[src/burst_read_pkg.sv]
// Shared constants for the master burst read data-phase block.
// Assumes one clock domain and a plain register port on the host side.
`default_nettype none

package burst_read_pkg;

  // Register port
  localparam int           REG_AW        = 4;
  localparam logic [3:0]   REG_CTRL      = 4'h0;
  localparam logic [3:0]   REG_STATUS    = 4'h4;
  localparam logic [3:0]   REG_COUNT     = 4'h8;
  localparam int           CTRL_EN_BIT   = 0;
  localparam logic         CTRL_EN_RST   = 1'b1;

  // Transaction status layout
  localparam int           TSR_W         = 10;
  localparam int           TSR_DATA_BIT  = 3;
  localparam int           TSR_XFER_BIT  = 8;
  localparam int           TSR_W64_BIT   = 9;

  // Data path
  localparam int           DATA_W        = 64;
  localparam int           FIFO_DEPTH    = 16;
  localparam int           COUNT_W       = 16;

  typedef enum logic [2:0] {
    ST_IDLE  = 3'b001,
    ST_DATA  = 3'b010,
    ST_DRAIN = 3'b100
  } phase_state_t;

endpackage : burst_read_pkg

`default_nettype wire

[src/word_fifo_if.sv]
// Valid/ready carrier between the read data path and its word FIFO.
// Assumes both ends run on the same clock.
`default_nettype none

interface word_fifo_if #(
  parameter int WIDTH = 64
);
  logic             in_valid;
  logic             in_ready;
  logic [WIDTH-1:0] in_data;
  logic             out_valid;
  logic             out_ready;
  logic [WIDTH-1:0] out_data;
  logic             room2;

  modport fill  (output in_valid, in_data, out_ready,
                 input  in_ready, out_valid, out_data, room2);
  modport store (input  in_valid, in_data, out_ready,
                 output in_ready, out_valid, out_data, room2);
endinterface : word_fifo_if

`default_nettype wire

[src/word_fifo.sv]
// Flip-flop word FIFO with valid/ready on both sides.
// Assumes the filler only pushes when in_ready is high.
`default_nettype none

module word_fifo #(
  parameter int WIDTH = 64,
  parameter int DEPTH = 16
) (
  // Clock and reset
  input  wire logic  clk,
  input  wire logic  sys_rst,
  // Storage side
  word_fifo_if.store fifo
);

  localparam int AW = $clog2(DEPTH);

  logic [WIDTH-1:0] mem_r [DEPTH];
  logic [AW-1:0]    wr_ptr_r;
  logic [AW-1:0]    rd_ptr_r;
  logic [AW:0]      count_r;

  wire push = fifo.in_valid && fifo.in_ready;
  wire pop  = fifo.out_valid && fifo.out_ready;

  function automatic logic [AW-1:0] next_ptr(input logic [AW-1:0] p);
    next_ptr = (p == AW'(DEPTH - 1)) ? '0 : AW'(p + 1'b1);
  endfunction : next_ptr

  assign fifo.in_ready  = (count_r != (AW+1)'(DEPTH));
  assign fifo.out_valid = (count_r != '0);
  assign fifo.out_data  = mem_r[rd_ptr_r];
  // Two free slots: one word may already be in flight on the bus
  assign fifo.room2     = (count_r < (AW+1)'(DEPTH - 1));

  always_ff @(posedge clk) begin
    if (push) begin
      mem_r[wr_ptr_r] <= fifo.in_data;
    end
  end

  always_ff @(posedge clk) begin
    if (sys_rst) begin
      wr_ptr_r <= '0;
      rd_ptr_r <= '0;
      count_r  <= '0;
    end else begin
      if (push) wr_ptr_r <= next_ptr(wr_ptr_r);
      if (pop)  rd_ptr_r <= next_ptr(rd_ptr_r);
      count_r <= count_r + (AW+1)'(push) - (AW+1)'(pop);
    end
  end

endmodule : word_fifo

`default_nettype wire

[src/burst_read_data.sv]
// Data-phase engine of a bus master burst memory read, plus register port.
// Assumes the address phase and termination logic sit outside; start_data
// pulses in the address-phase cycle and bus inputs are synchronous to clk.
//
// Function
// - First data phase drives initiator-ready regardless of local ready.
// - Later data phases wait for local ready before initiator-ready.
// - Entering data phases sets status bit 3.
// - Target 64-bit acknowledge sets status bit 9.
// - Phase completes on edge after initiator-ready and target-ready both low.
// - Local acknowledge follows registered read data by one cycle.
// - Transfer strobe needs acknowledge now and local ready last cycle.
// - Strobe with dword acknowledges marks read data valid.
// - Last request during a completing phase allows at most one more.
// - Status bit 8 follows each completed data transfer.
// - End of data phases clears bit 3, acknowledge and strobe; here only once the last word has left the FIFO.
//
// Local design decisions: the strobed register port and the register addresses.
`default_nettype none

module burst_read_data
  import burst_read_pkg::*;
#(
  parameter int DEPTH = burst_read_pkg::FIFO_DEPTH
) (
  // Clock and reset
  input  wire logic                               clk,
  input  wire logic                               sys_rst,
  // Register port
  input  wire logic [burst_read_pkg::REG_AW-1:0]  reg_addr,
  input  wire logic [31:0]                        reg_wdata,
  input  wire logic                               reg_wr,
  input  wire logic                               reg_rd,
  output logic      [31:0]                        reg_rdata,
  // Link to address-phase and termination logic
  input  wire logic                               start_data,
  input  wire logic                               abort_data,
  // Shared bus, initiator side
  output logic                                    irdy_n_o,
  output logic                                    irdy_n_oe,
  input  wire logic                               devsel_n,
  input  wire logic                               ack64_n,
  input  wire logic                               trdy_n,
  input  wire logic [burst_read_pkg::DATA_W-1:0]  ad_in,
  // Local master side
  input  wire logic                               local_master_ready_n,
  input  wire logic                               local_last_transfer_request_n,
  output logic                                    local_master_acknowledge_n,
  output logic                                    local_master_transfer_strobe_n,
  output logic                                    low_dword_ack_n,
  output logic                                    high_dword_ack_n,
  output logic      [burst_read_pkg::DATA_W-1:0]  local_read_data,
  output logic      [burst_read_pkg::TSR_W-1:0]   master_transaction_status
);

  import burst_read_pkg::*;

  word_fifo_if #(.WIDTH(DATA_W)) wf ();

  word_fifo #(
    .WIDTH (DATA_W),
    .DEPTH (DEPTH)
  ) u_fifo (
    .clk     (clk),
    .sys_rst (sys_rst),
    .fifo    (wf.store)
  );

  phase_state_t           state_r;
  phase_state_t           state_nxt;
  logic                   enable_r;
  logic                   irdy_r;
  logic                   irdy_nxt;
  logic                   irdy_n_r;
  logic                   irdy_oe_r;
  logic                   first_r;
  logic                   armed_r;
  logic                   last_seen_r;
  logic                   wide_r;
  logic                   tsr_data_r;
  logic                   tsr_xfer_r;
  logic                   tsr_w64_r;
  logic                   ack_n_r;
  logic                   dxfr_n_r;
  logic                   ldat_n_r;
  logic                   hdat_n_r;
  logic [DATA_W-1:0]      dato_r;
  logic [COUNT_W-1:0]     count_r;
  logic [31:0]            rdata_r;

  wire in_data_mode = (state_r == ST_DATA);
  wire local_rdy    = !local_master_ready_n;
  wire last_req     = !local_last_transfer_request_n;

  // both ready low in the cycle just ending
  wire phase_done   = in_data_mode && irdy_r && !trdy_n;

  // at most the current and one following phase
  wire final_phase  = phase_done && armed_r;
  wire arm_last     = phase_done && (last_req || last_seen_r);

  wire go_data      = (state_r == ST_IDLE) && start_data && enable_r;
  wire bus_end      = final_phase || (in_data_mode && abort_data);

  // Words move to the local side only while it signals ready
  wire pop_word     = wf.out_valid && local_rdy;
  wire drained      = !wf.out_valid && (state_r == ST_DRAIN);

  assign wf.in_valid  = phase_done;
  assign wf.in_data   = ad_in;
  assign wf.out_ready = local_rdy;

  // later phases need local ready and FIFO room
  wire next_ok = local_rdy && wf.room2;

  always_comb begin
    irdy_nxt = 1'b0;
    if (go_data) begin
      // first phase asserts regardless of local ready
      irdy_nxt = 1'b1;
    end else if (in_data_mode && !bus_end) begin
      if (phase_done || !irdy_r) begin
        irdy_nxt = next_ok;
      end else begin
        // A started phase holds initiator-ready until it completes;
        // the first phase never waits on local ready
        irdy_nxt = irdy_r || first_r;
      end
    end
  end

  always_comb begin
    state_nxt = state_r;
    case (state_r)
      ST_IDLE: begin
        if (go_data) state_nxt = ST_DATA;
      end
      ST_DATA: begin
        if (bus_end) state_nxt = ST_DRAIN;
      end
      ST_DRAIN: begin
        if (drained) state_nxt = ST_IDLE;
      end
      default: state_nxt = ST_IDLE;
    endcase
  end

  always_ff @(posedge clk) begin
    if (sys_rst) begin
      state_r   <= ST_IDLE;
      irdy_r    <= 1'b0;
      irdy_n_r  <= 1'b1;
      irdy_oe_r <= 1'b0;
    end else begin
      state_r   <= state_nxt;
      irdy_r    <= irdy_nxt;
      irdy_n_r  <= !irdy_nxt;
      irdy_oe_r <= (state_nxt == ST_DATA);
    end
  end

  // The pin has its own active-low flop so no inverter follows it
  assign irdy_n_o  = irdy_n_r;
  assign irdy_n_oe = irdy_oe_r;

  always_ff @(posedge clk) begin
    if (sys_rst) begin
      first_r     <= 1'b0;
      armed_r     <= 1'b0;
      last_seen_r <= 1'b0;
    end else if (go_data) begin
      first_r     <= 1'b1;
      armed_r     <= 1'b0;
      last_seen_r <= 1'b0;
    end else begin
      if (phase_done) first_r <= 1'b0;
      if (arm_last) armed_r <= 1'b1;
      if (in_data_mode && last_req) last_seen_r <= 1'b1;
    end
  end

  // Status bits
  always_ff @(posedge clk) begin
    if (sys_rst) begin
      tsr_data_r <= 1'b0;
      tsr_xfer_r <= 1'b0;
    end else begin
      // cleared once the last word has left
      tsr_data_r <= (state_nxt != ST_IDLE);
      // successful transfer in the previous cycle
      tsr_xfer_r <= phase_done;
    end
  end

  // Width flag stays for the whole burst; only a new start clears it
  always_ff @(posedge clk) begin
    if (sys_rst) begin
      tsr_w64_r  <= 1'b0;
      wide_r     <= 1'b0;
    end else begin
      if (go_data) begin
        tsr_w64_r <= 1'b0;
        wide_r    <= 1'b0;
      end else if (in_data_mode && !devsel_n && !ack64_n) begin
        tsr_w64_r <= 1'b1;
        wide_r    <= 1'b1;
      end
    end
  end

  always_comb begin
    master_transaction_status               = '0;
    master_transaction_status[TSR_DATA_BIT] = tsr_data_r;
    master_transaction_status[TSR_XFER_BIT] = tsr_xfer_r;
    master_transaction_status[TSR_W64_BIT]  = tsr_w64_r;
  end

  // Local output stage; pins come straight from active-low flops
  // acknowledge and strobe drop with the mode flag
  wire to_idle  = (state_nxt == ST_IDLE);
  // acknowledge once a registered word is waiting
  wire ack_nxt  = !to_idle && (!ack_n_r || wf.out_valid);
  // local ready sampled now, strobe shown next cycle
  wire dxfr_nxt = !to_idle && pop_word;
  // dword acknowledges qualify the word with the strobe
  wire hdat_nxt = dxfr_nxt && wide_r;

  always_ff @(posedge clk) begin
    if (sys_rst) begin
      ack_n_r  <= 1'b1;
      dxfr_n_r <= 1'b1;
      ldat_n_r <= 1'b1;
      hdat_n_r <= 1'b1;
      dato_r   <= '0;
    end else begin
      ack_n_r  <= !ack_nxt;
      dxfr_n_r <= !dxfr_nxt;
      ldat_n_r <= !dxfr_nxt;
      hdat_n_r <= !hdat_nxt;
      if (pop_word) dato_r <= wf.out_data;
    end
  end

  assign local_master_acknowledge_n     = ack_n_r;
  assign local_master_transfer_strobe_n = dxfr_n_r;
  assign low_dword_ack_n                = ldat_n_r;
  assign high_dword_ack_n               = hdat_n_r;
  assign local_read_data                = dato_r;

  // Register port
  // One address compare shared by every register select
  function automatic logic reg_hit(
    input logic [REG_AW-1:0] addr,
    input logic [REG_AW-1:0] offset
  );
    reg_hit = (addr == offset);
  endfunction : reg_hit

  wire sel_ctrl   = reg_hit(reg_addr, REG_CTRL);
  wire sel_status = reg_hit(reg_addr, REG_STATUS);
  wire sel_count  = reg_hit(reg_addr, REG_COUNT);

  wire [31:0] rd_mux =
    sel_ctrl   ? {31'h0, enable_r} :
    sel_status ? {{(32-TSR_W){1'b0}}, master_transaction_status} :
    sel_count  ? {{(32-COUNT_W){1'b0}}, count_r} :
                 32'h0;

  always_ff @(posedge clk) begin
    if (sys_rst) begin
      enable_r <= CTRL_EN_RST;
    end else if (reg_wr && sel_ctrl) begin
      enable_r <= reg_wdata[CTRL_EN_BIT];
    end
  end

  // Counts words of the current burst; cleared at its start
  always_ff @(posedge clk) begin
    if (sys_rst || go_data) begin
      count_r <= '0;
    end else if (phase_done) begin
      count_r <= COUNT_W'(count_r + 1'b1);
    end
  end

  // Data only in the cycle after the strobe
  always_ff @(posedge clk) begin
    if (sys_rst) begin
      rdata_r <= '0;
    end else begin
      rdata_r <= reg_rd ? rd_mux : 32'h0;
    end
  end

  assign reg_rdata = rdata_r;

endmodule : burst_read_data

`default_nettype wire

[config.mk]
export PLATFORM = sky130hd
export DESIGN_NAME = burst_read_data
export DESIGN_NICKNAME = d
export VERILOG_FILES = /design/src/burst_read_pkg.sv /design/src/word_fifo_if.sv /design/src/word_fifo.sv /design/src/burst_read_data.sv
export SDC_FILE = /design/constraint.sdc
export NUM_CORES = 1
export LEC_CHECK = 0
export BUFFER_PORTS_ARGS = -buffer_cell sky130_fd_sc_hd__buf_2
export CORE_MARGIN = 1
export CORE_UTILIZATION = 55
export CTS_CLUSTER_DIAMETER = 80
export DETAILED_ROUTE_END_ITERATION = 8
export GPL_TIMING_DRIVEN = 0
export PLACE_DENSITY = 0.73
export SYNTH_ARGS = -nofsm -noshare
export SYNTH_HDL_FRONTEND = slang
export SYNTH_SLANG_ARGS = --single-unit
[constraint.sdc]
create_clock -name clk -period 9 [get_ports clk]
set_input_delay 1.35 -clock clk [delete_from_list [all_inputs] [get_ports clk]]
set_output_delay 1.35 -clock clk [all_outputs]
set_load 0.01 [all_outputs]
### Yosys cells after proc, flatten, opt, wreduce, memory -nomap -nowiden

Memory sizes are Yosys's and may differ from the RTL's. A register that Yosys moved wholly into a read port is not among the register bits.
Cells that the tools add are included.

| cells by class | value |
|---|---|
| shift-type cells | 0 |
| bitwise operators | 2 |
| add/sub/neg operators | 5 |
| multipliers | 0 |
| div/mod/pow operators | 0 |
| equality and inequality tests | 11 |
| order comparisons | 1 |
| reductions and logical operators | 47 |
| mux-type cells | 16 |

Operator list:

| cell | count |
|---|---|
| two-way mux 10 bit | 2 |
| logical AND 1 bit | 19 |
| adder 16 x 1 -> 16 bit, second input constant | 1 |
| zero test 1 bit | 14 |
| == test 4 bit, second input constant | 3 |
| two-way mux 3 bit | 3 |
| one-hot mux 3 bit (3 select lines) | 1 |
| adder 4 x 1 -> 4 bit, second input constant | 2 |
| two-way mux 1 bit | 8 |
| two-way mux 4 bit | 2 |
| == test 3 x 1 -> 1 bit, second input constant | 2 |
| == test 3 x 2 -> 1 bit, second input constant | 2 |
| logical OR 1 bit | 6 |
| adder 5 x 1 -> 5 bit | 1 |
| < comparator 5 x 4 -> 1 bit, second input constant | 1 |
| inequality test 5 bit, second input constant | 1 |
| nonzero test 5 bit | 1 |
| OR reduction 5 bit | 1 |
| subtractor 5 x 1 -> 5 bit | 1 |
| == test 4 x 3 -> 1 bit, second input constant | 1 |
| zero test 4 bit | 1 |
| OR reduction 2 bit | 2 |
| OR reduction 4 bit | 1 |
| == test 3 bit, second input constant | 1 |
| 4 further kinds | 5 |

| storage, ports and cells | value |
|---|---|
| word-level logic and storage cells | 105 |
| bits in latches | 0 |
| output and inout bits | 112 |
| memory bits (writable) | 1,024 |
| flip-flop bits (word level) | 77 |
| bits in read-only memories | 0 |
| memories kept | 1 |
| input bits | 111 |

Memories:

| name | words | bits a word | read ports | clocked after memory_dff | write ports | RTL line | text |
|---|---|---|---|---|---|---|---|
| u_fifo.mem_r | 16 | 64 | 1 | 1 | 1 | word_fifo.sv:18 | `logic [WIDTH-1:0] mem_r [DEPTH];` |

### Depth between registers and ports, before layout

| depth | value |
|---|---|
| word-level depth | 12 |
| gate-level depth with buffers | 17 |
| depth with buffers taken out | 15 |

### Cells and area by module

From an unflattened synthesis, not the netlist that was laid out.

| unflattened totals | value |
|---|---|
| cell total of the unflattened synthesis | 2,166 |
| area, all modules | 43,349.1 um^2 |

Modules (own cells, without submodules):

| module | area each (um^2) | times used | sequential area each (um^2) | cells an instance |
|---|---|---|---|---|
| word_fifo | 39,156.3 | 1 | 31,089.8 | 1,670 |
| burst_read_data | 4,192.8 | 1 | 2,222.1 | 496 |

### Least setup slack after synthesis

Ideal clock, no wire load.

| path | value |
|---|---|
| path type | in2reg |
| start point | input trdy_n |
| end point | memory u_fifo.mem_r[3][0], enable pin |
| setup slack | 1.817 ns |
| buffers on the path | 0 |
| required time | 8.436 ns |
| library setup time | 0.564 ns |
| data arrival time | 6.619 ns |
| stages on the path | 4 |
| path through | nand2b_1 > a311oi_4 > nand2_1 > nor3_1 |

| on the way | value |
|---|---|
| cells in the longest elaborated chain, start to end | 5 |

RTL lines:

| element | RTL line | text |
|---|---|---|
| from (decl) | burst_read_data.sv:43 | `input wire logic trdy_n,` |
| zero test 1 bit | burst_read_data.sv:96 | `wire phase_done = in_data_mode && irdy_r && !trdy_n;` |
| logical AND 1 bit | burst_read_data.sv:96 |  |
| logical AND 1 bit | word_fifo.sv:23 | `wire push = fifo.in_valid && fifo.in_ready;` |
| two-way mux 1 bit | word_fifo.sv:37 | `if (push) begin` |
| two-way mux 1 bit (not written as such) | word_fifo.sv:38 | `mem_r[wr_ptr_r] <= fifo.in_data;` |
| to (decl) | word_fifo.sv:18 |  |

Every way passes these cells.

### Final worst setup path

| path | value |
|---|---|
| start point | register u_fifo.count_r[2] |
| end point | register u_fifo.count_r[4] |

| on the way | value |
|---|---|
| elaborated cells between the ends (all ways) | 6 |
| classes of those cells | add/sub: 2; eq/ne: 1; reduce/logical: 3 |

RTL lines:

| element | RTL line | text |
|---|---|---|
| from (decl) | word_fifo.sv:21 | `logic [AW:0] count_r;` |
| from (signal assigned) | word_fifo.sv:50 | `count_r <= count_r + (AW+1)'(push) - (AW+1)'(pop);` |
| nonzero test 5 bit | word_fifo.sv:31 | `assign fifo.out_valid = (count_r != '0);` |
| logical AND 1 bit | n/a |  |
| named net pop_word | burst_read_data.sv:106 | `wire pop_word = wf.out_valid && local_rdy;` |
| subtractor 5 x 1 -> 5 bit | word_fifo.sv:50 |  |

The timed path passes the listed nets, and every way through them passes these cells.
A chain may end at the register's enable or synchronous reset.

==> impl_metrics.json <==
{
  "status": "finished clean",
  "fillers": 5215,
  "ys_seq_elements": 1148,
  "clk_latency_ns": 0.67,
  "slew_headroom_pct": 16.3,
  "synth_most_common_cell": "edfxtp_1",
  "maxCapViolations": 0,
  "grt_overflow": 0,
  "grt_antenna_before_repair": 7,
  "worst_slack_ns": 5.05,
  "cellPowerDensity_nw_per_um2": 242,
  "finalCritPeriodShare_pct": 43.9,
  "cts_max_level": 3,
  "finalPower_mw": 12.2,
  "first_pass_iters": 8,
  "yosys_warnings": 0,
  "via_per_inst": 6.04,
  "met1Wirelength_mm": 39.2,
  "synth_top_area_share_pct": 70.6,
  "cts-root-buf": "clkbuf_16",
  "multi_input_area_sq_um": 9670,
  "startpoint_type": "flop",
  "path_class": "flop to flop",
  "drt_iter0_drc": 2466,
  "io_pins": 223,
  "synth-async-reset-ratio_pct": 0,
  "rows": 102,
  "syn_inst": 2348,
  "nNetsFinal": 2836,
  "gp_congestion": 0.748,
  "synth_edf_count": 1024,
  "initial_utilization_pct": 55.9,
  "fin_skew_ns": 0.0220,
  "die_h_microns": 283,
  "worst_pin_slew_ns": 1.25,
  "yosysSeqAreaShare_pct": 76.3,
  "wl_met3_mm": 7.92,
  "cp_max_fo": 10,
  "clkTransAtPathRegs_ns": 0.06,
  "fin_cells": 3849,
  "dieArea_sq_um": 80300,
  "ctsHoldBuffers": 0,
  "vias": 23229,
  "grt_pass1_vias": 23680,
  "seqCellArea_sq_um": 33200,
  "synthTopCellsByCount": "edfxtp_1 (1024), mux2i_1 (291), nor2_1 (173)",
  "routed_wl_mm": 101,
  "cts_tree": "yes",
  "power_leakage_nw": 16.3,
  "grt_pass1_wl_mm": 149,
  "ir_worst_vdd_v": 0.000200,
  "post_cts_buffers": 0,
  "timing_hold_violations_final": 0,
  "cts.sinks": 1148,
  "holdCritPathClass": "flop to flop",
  "synth_flop_cell": "edfxtp_1",
  "synth_area_per_cell_sq_um": 18.5,
  "slew_viol_final": 0,
  "drive_gt1_share_pct": 22.8,
  "synth.distinct_cells": 51,
  "wl_met2_mm": 50.7,
  "area_delta_synth_final_pct": 15.9,
  "drc": 0,
  "post_cts_resized": 0,
  "fin_crit_ns": 3.95,
  "ant_nets": 0,
  "timing.reg2reg.setup_slack_ns": 5.05,
  "synthTopCellsByArea": "edfxtp_1 (71%), mux4_2 (7.4%), mux2i_1 (6.7%), dfxtp_1 (5.7%), o22ai_1 (1.6%)",
  "cts_buffer_depth": 3,
  "rsz0062_at_grt": "no",
  "worstPathRequired_ns": 9.53,
  "endpoint_kind": "flop",
  "wl_per_cell_microns": 26.2,
  "grt_max_degree": 27,
  "core_area_sq_um": 77800,
  "dr.max_layer_used": "met5",
  "numCtsBuffers": 112,
  "cp_data_arrival_time_ns": 4.48,
  "post-place-ws_ns": 4.46,
  "io_buffers": 168,
  "dp_hpwl_mm": 65.4,
  "setup_viol": 0,
  "final_util_pct": 64.8,
  "fmax_mhz": 253,
  "placed_area_sq_um": 46800,
  "netlist_area_sq_um": 43500,
  "grt_usage_pct": 25.1,
  "fp.dieW_microns": 283,
  "final_area_sq_um": 50500,
  "place_inst": 3636,
  "synth_area_leader_cell": "edfxtp_1"
}
==> report_power, final <==
| group | total (mW) | internal [mW] | switching (mW) | leakage, nW |
|---|---|---|---|---|
| clock | 4.62 | 2.69 | 1.93 | 1.81 |
| sequential | 5.97 | 5.90 | 0.0665 | 10.2 |
| combinational | 1.61 | 0.657 | 0.954 | 4.31 |
==> state kept, by name (all words and copies together), names as in the netlist, 3 cells and up <==
name	cells
u_fifo.rd_ptr_r	4
state_r	3
u_fifo.wr_ptr_r	4
u_fifo.mem_r	1024
local_read_data	64
count_r	16
u_fifo.count_r	5
reg_rdata	16
==> cells in the final DEF (no fill, tap or decap), types with 25 or more instances in the layout <==
master	n
dfxtp_1	124
clkinv_2	26
buf_4	37
nor4_1	65
buf_6	28
edfxtp_1	1024
o22ai_1	112
nand2_1	25
clkbuf_16	115
mux2i_1	291
clkbuf_1	89
buf_2	209
mux4_2	144
nor3_1	65
nor2_1	161
==> cells by family (layout without fill, tap and decap cells) <==
family                   Yosys count  count (layout)  share of synthesized area (%)
flip-flops                      1148            1148                           76.3
multiplexers                     435             435                           14.1
AND/OR/NAND/NOR                  414             414                           4.66
buffers and inverters            168             605                           1.89
AO/OA/AOI/OAI                    151             151                           2.19
XOR/XNOR                          16              16                          0.322
adder cells (fa/ha/maj)           15              15                          0.448
other                              1              25                        0.00861
==> worst max-delay path, cell delays in order (launching register included) <==
cell and delay, ns:
dfxtp_1 0.36, inv_1 0.08, ha_1 0.25, nor4b_1 0.19, or2_2 0.29, buf_2 0.22
inv_2 0.33, clkbuf_1 0.58, ha_1 0.35, inv_1 0.06, ha_1 0.15, inv_1 0.06
fa_1 0.42, inv_1 0.07, a21oi_1 0.06, o21bai_1 0.15, xnor2_1 0.13, nor2_1 0.05
==> per-stage QoR <==
stage / hold slack [ns] / setup TNS, ns
4_1_cts: 0.443 / 0
3_5_place_dp: 0.433 / 0
5_1_grt: 0.479 / 0
2_1_floorplan: 0.394 / 0
6_report: 0.441 / 0
3_3_place_gp: 0.433 / -852.58
==> final timing paths <==
| check | startpoint | to | depth (start not counted) |
|---|---|---|---|
| worst max-delay path | u_fifo.count_r[2] | u_fifo.count_r[4] | 17 |
| worst min-delay path | local_master_acknowledge_n | local_master_acknowledge_n | 2 |
| worst max register to register | u_fifo.count_r[2] | u_fifo.count_r[4] | 17 |
| worst min register to register | local_master_acknowledge_n | local_master_acknowledge_n | 2 |
==> cell type report <==
type / instances / area share (%)
sequential: 1148 / 65.9
multi-input combinational: 1054 / 19.2
clock buffer: 149 / 6.12
timing repair buffer: 226 / 3.49
tap: 1040 / 2.58
buffer: 155 / 1.54
clock inverter: 62 / 1.14
inverter: 13 / 0.0967
antenna: 2 / 0.00992
==> per-layer routing <==
metal,global-route usage [%],up-vias
li1,-,10036
met1,33.2,11959
met2,42.4,1040
met3,4.39,182
met4,8.46,12
met5,0,-
No activity file was read; power rests on OpenSTA's default activity.
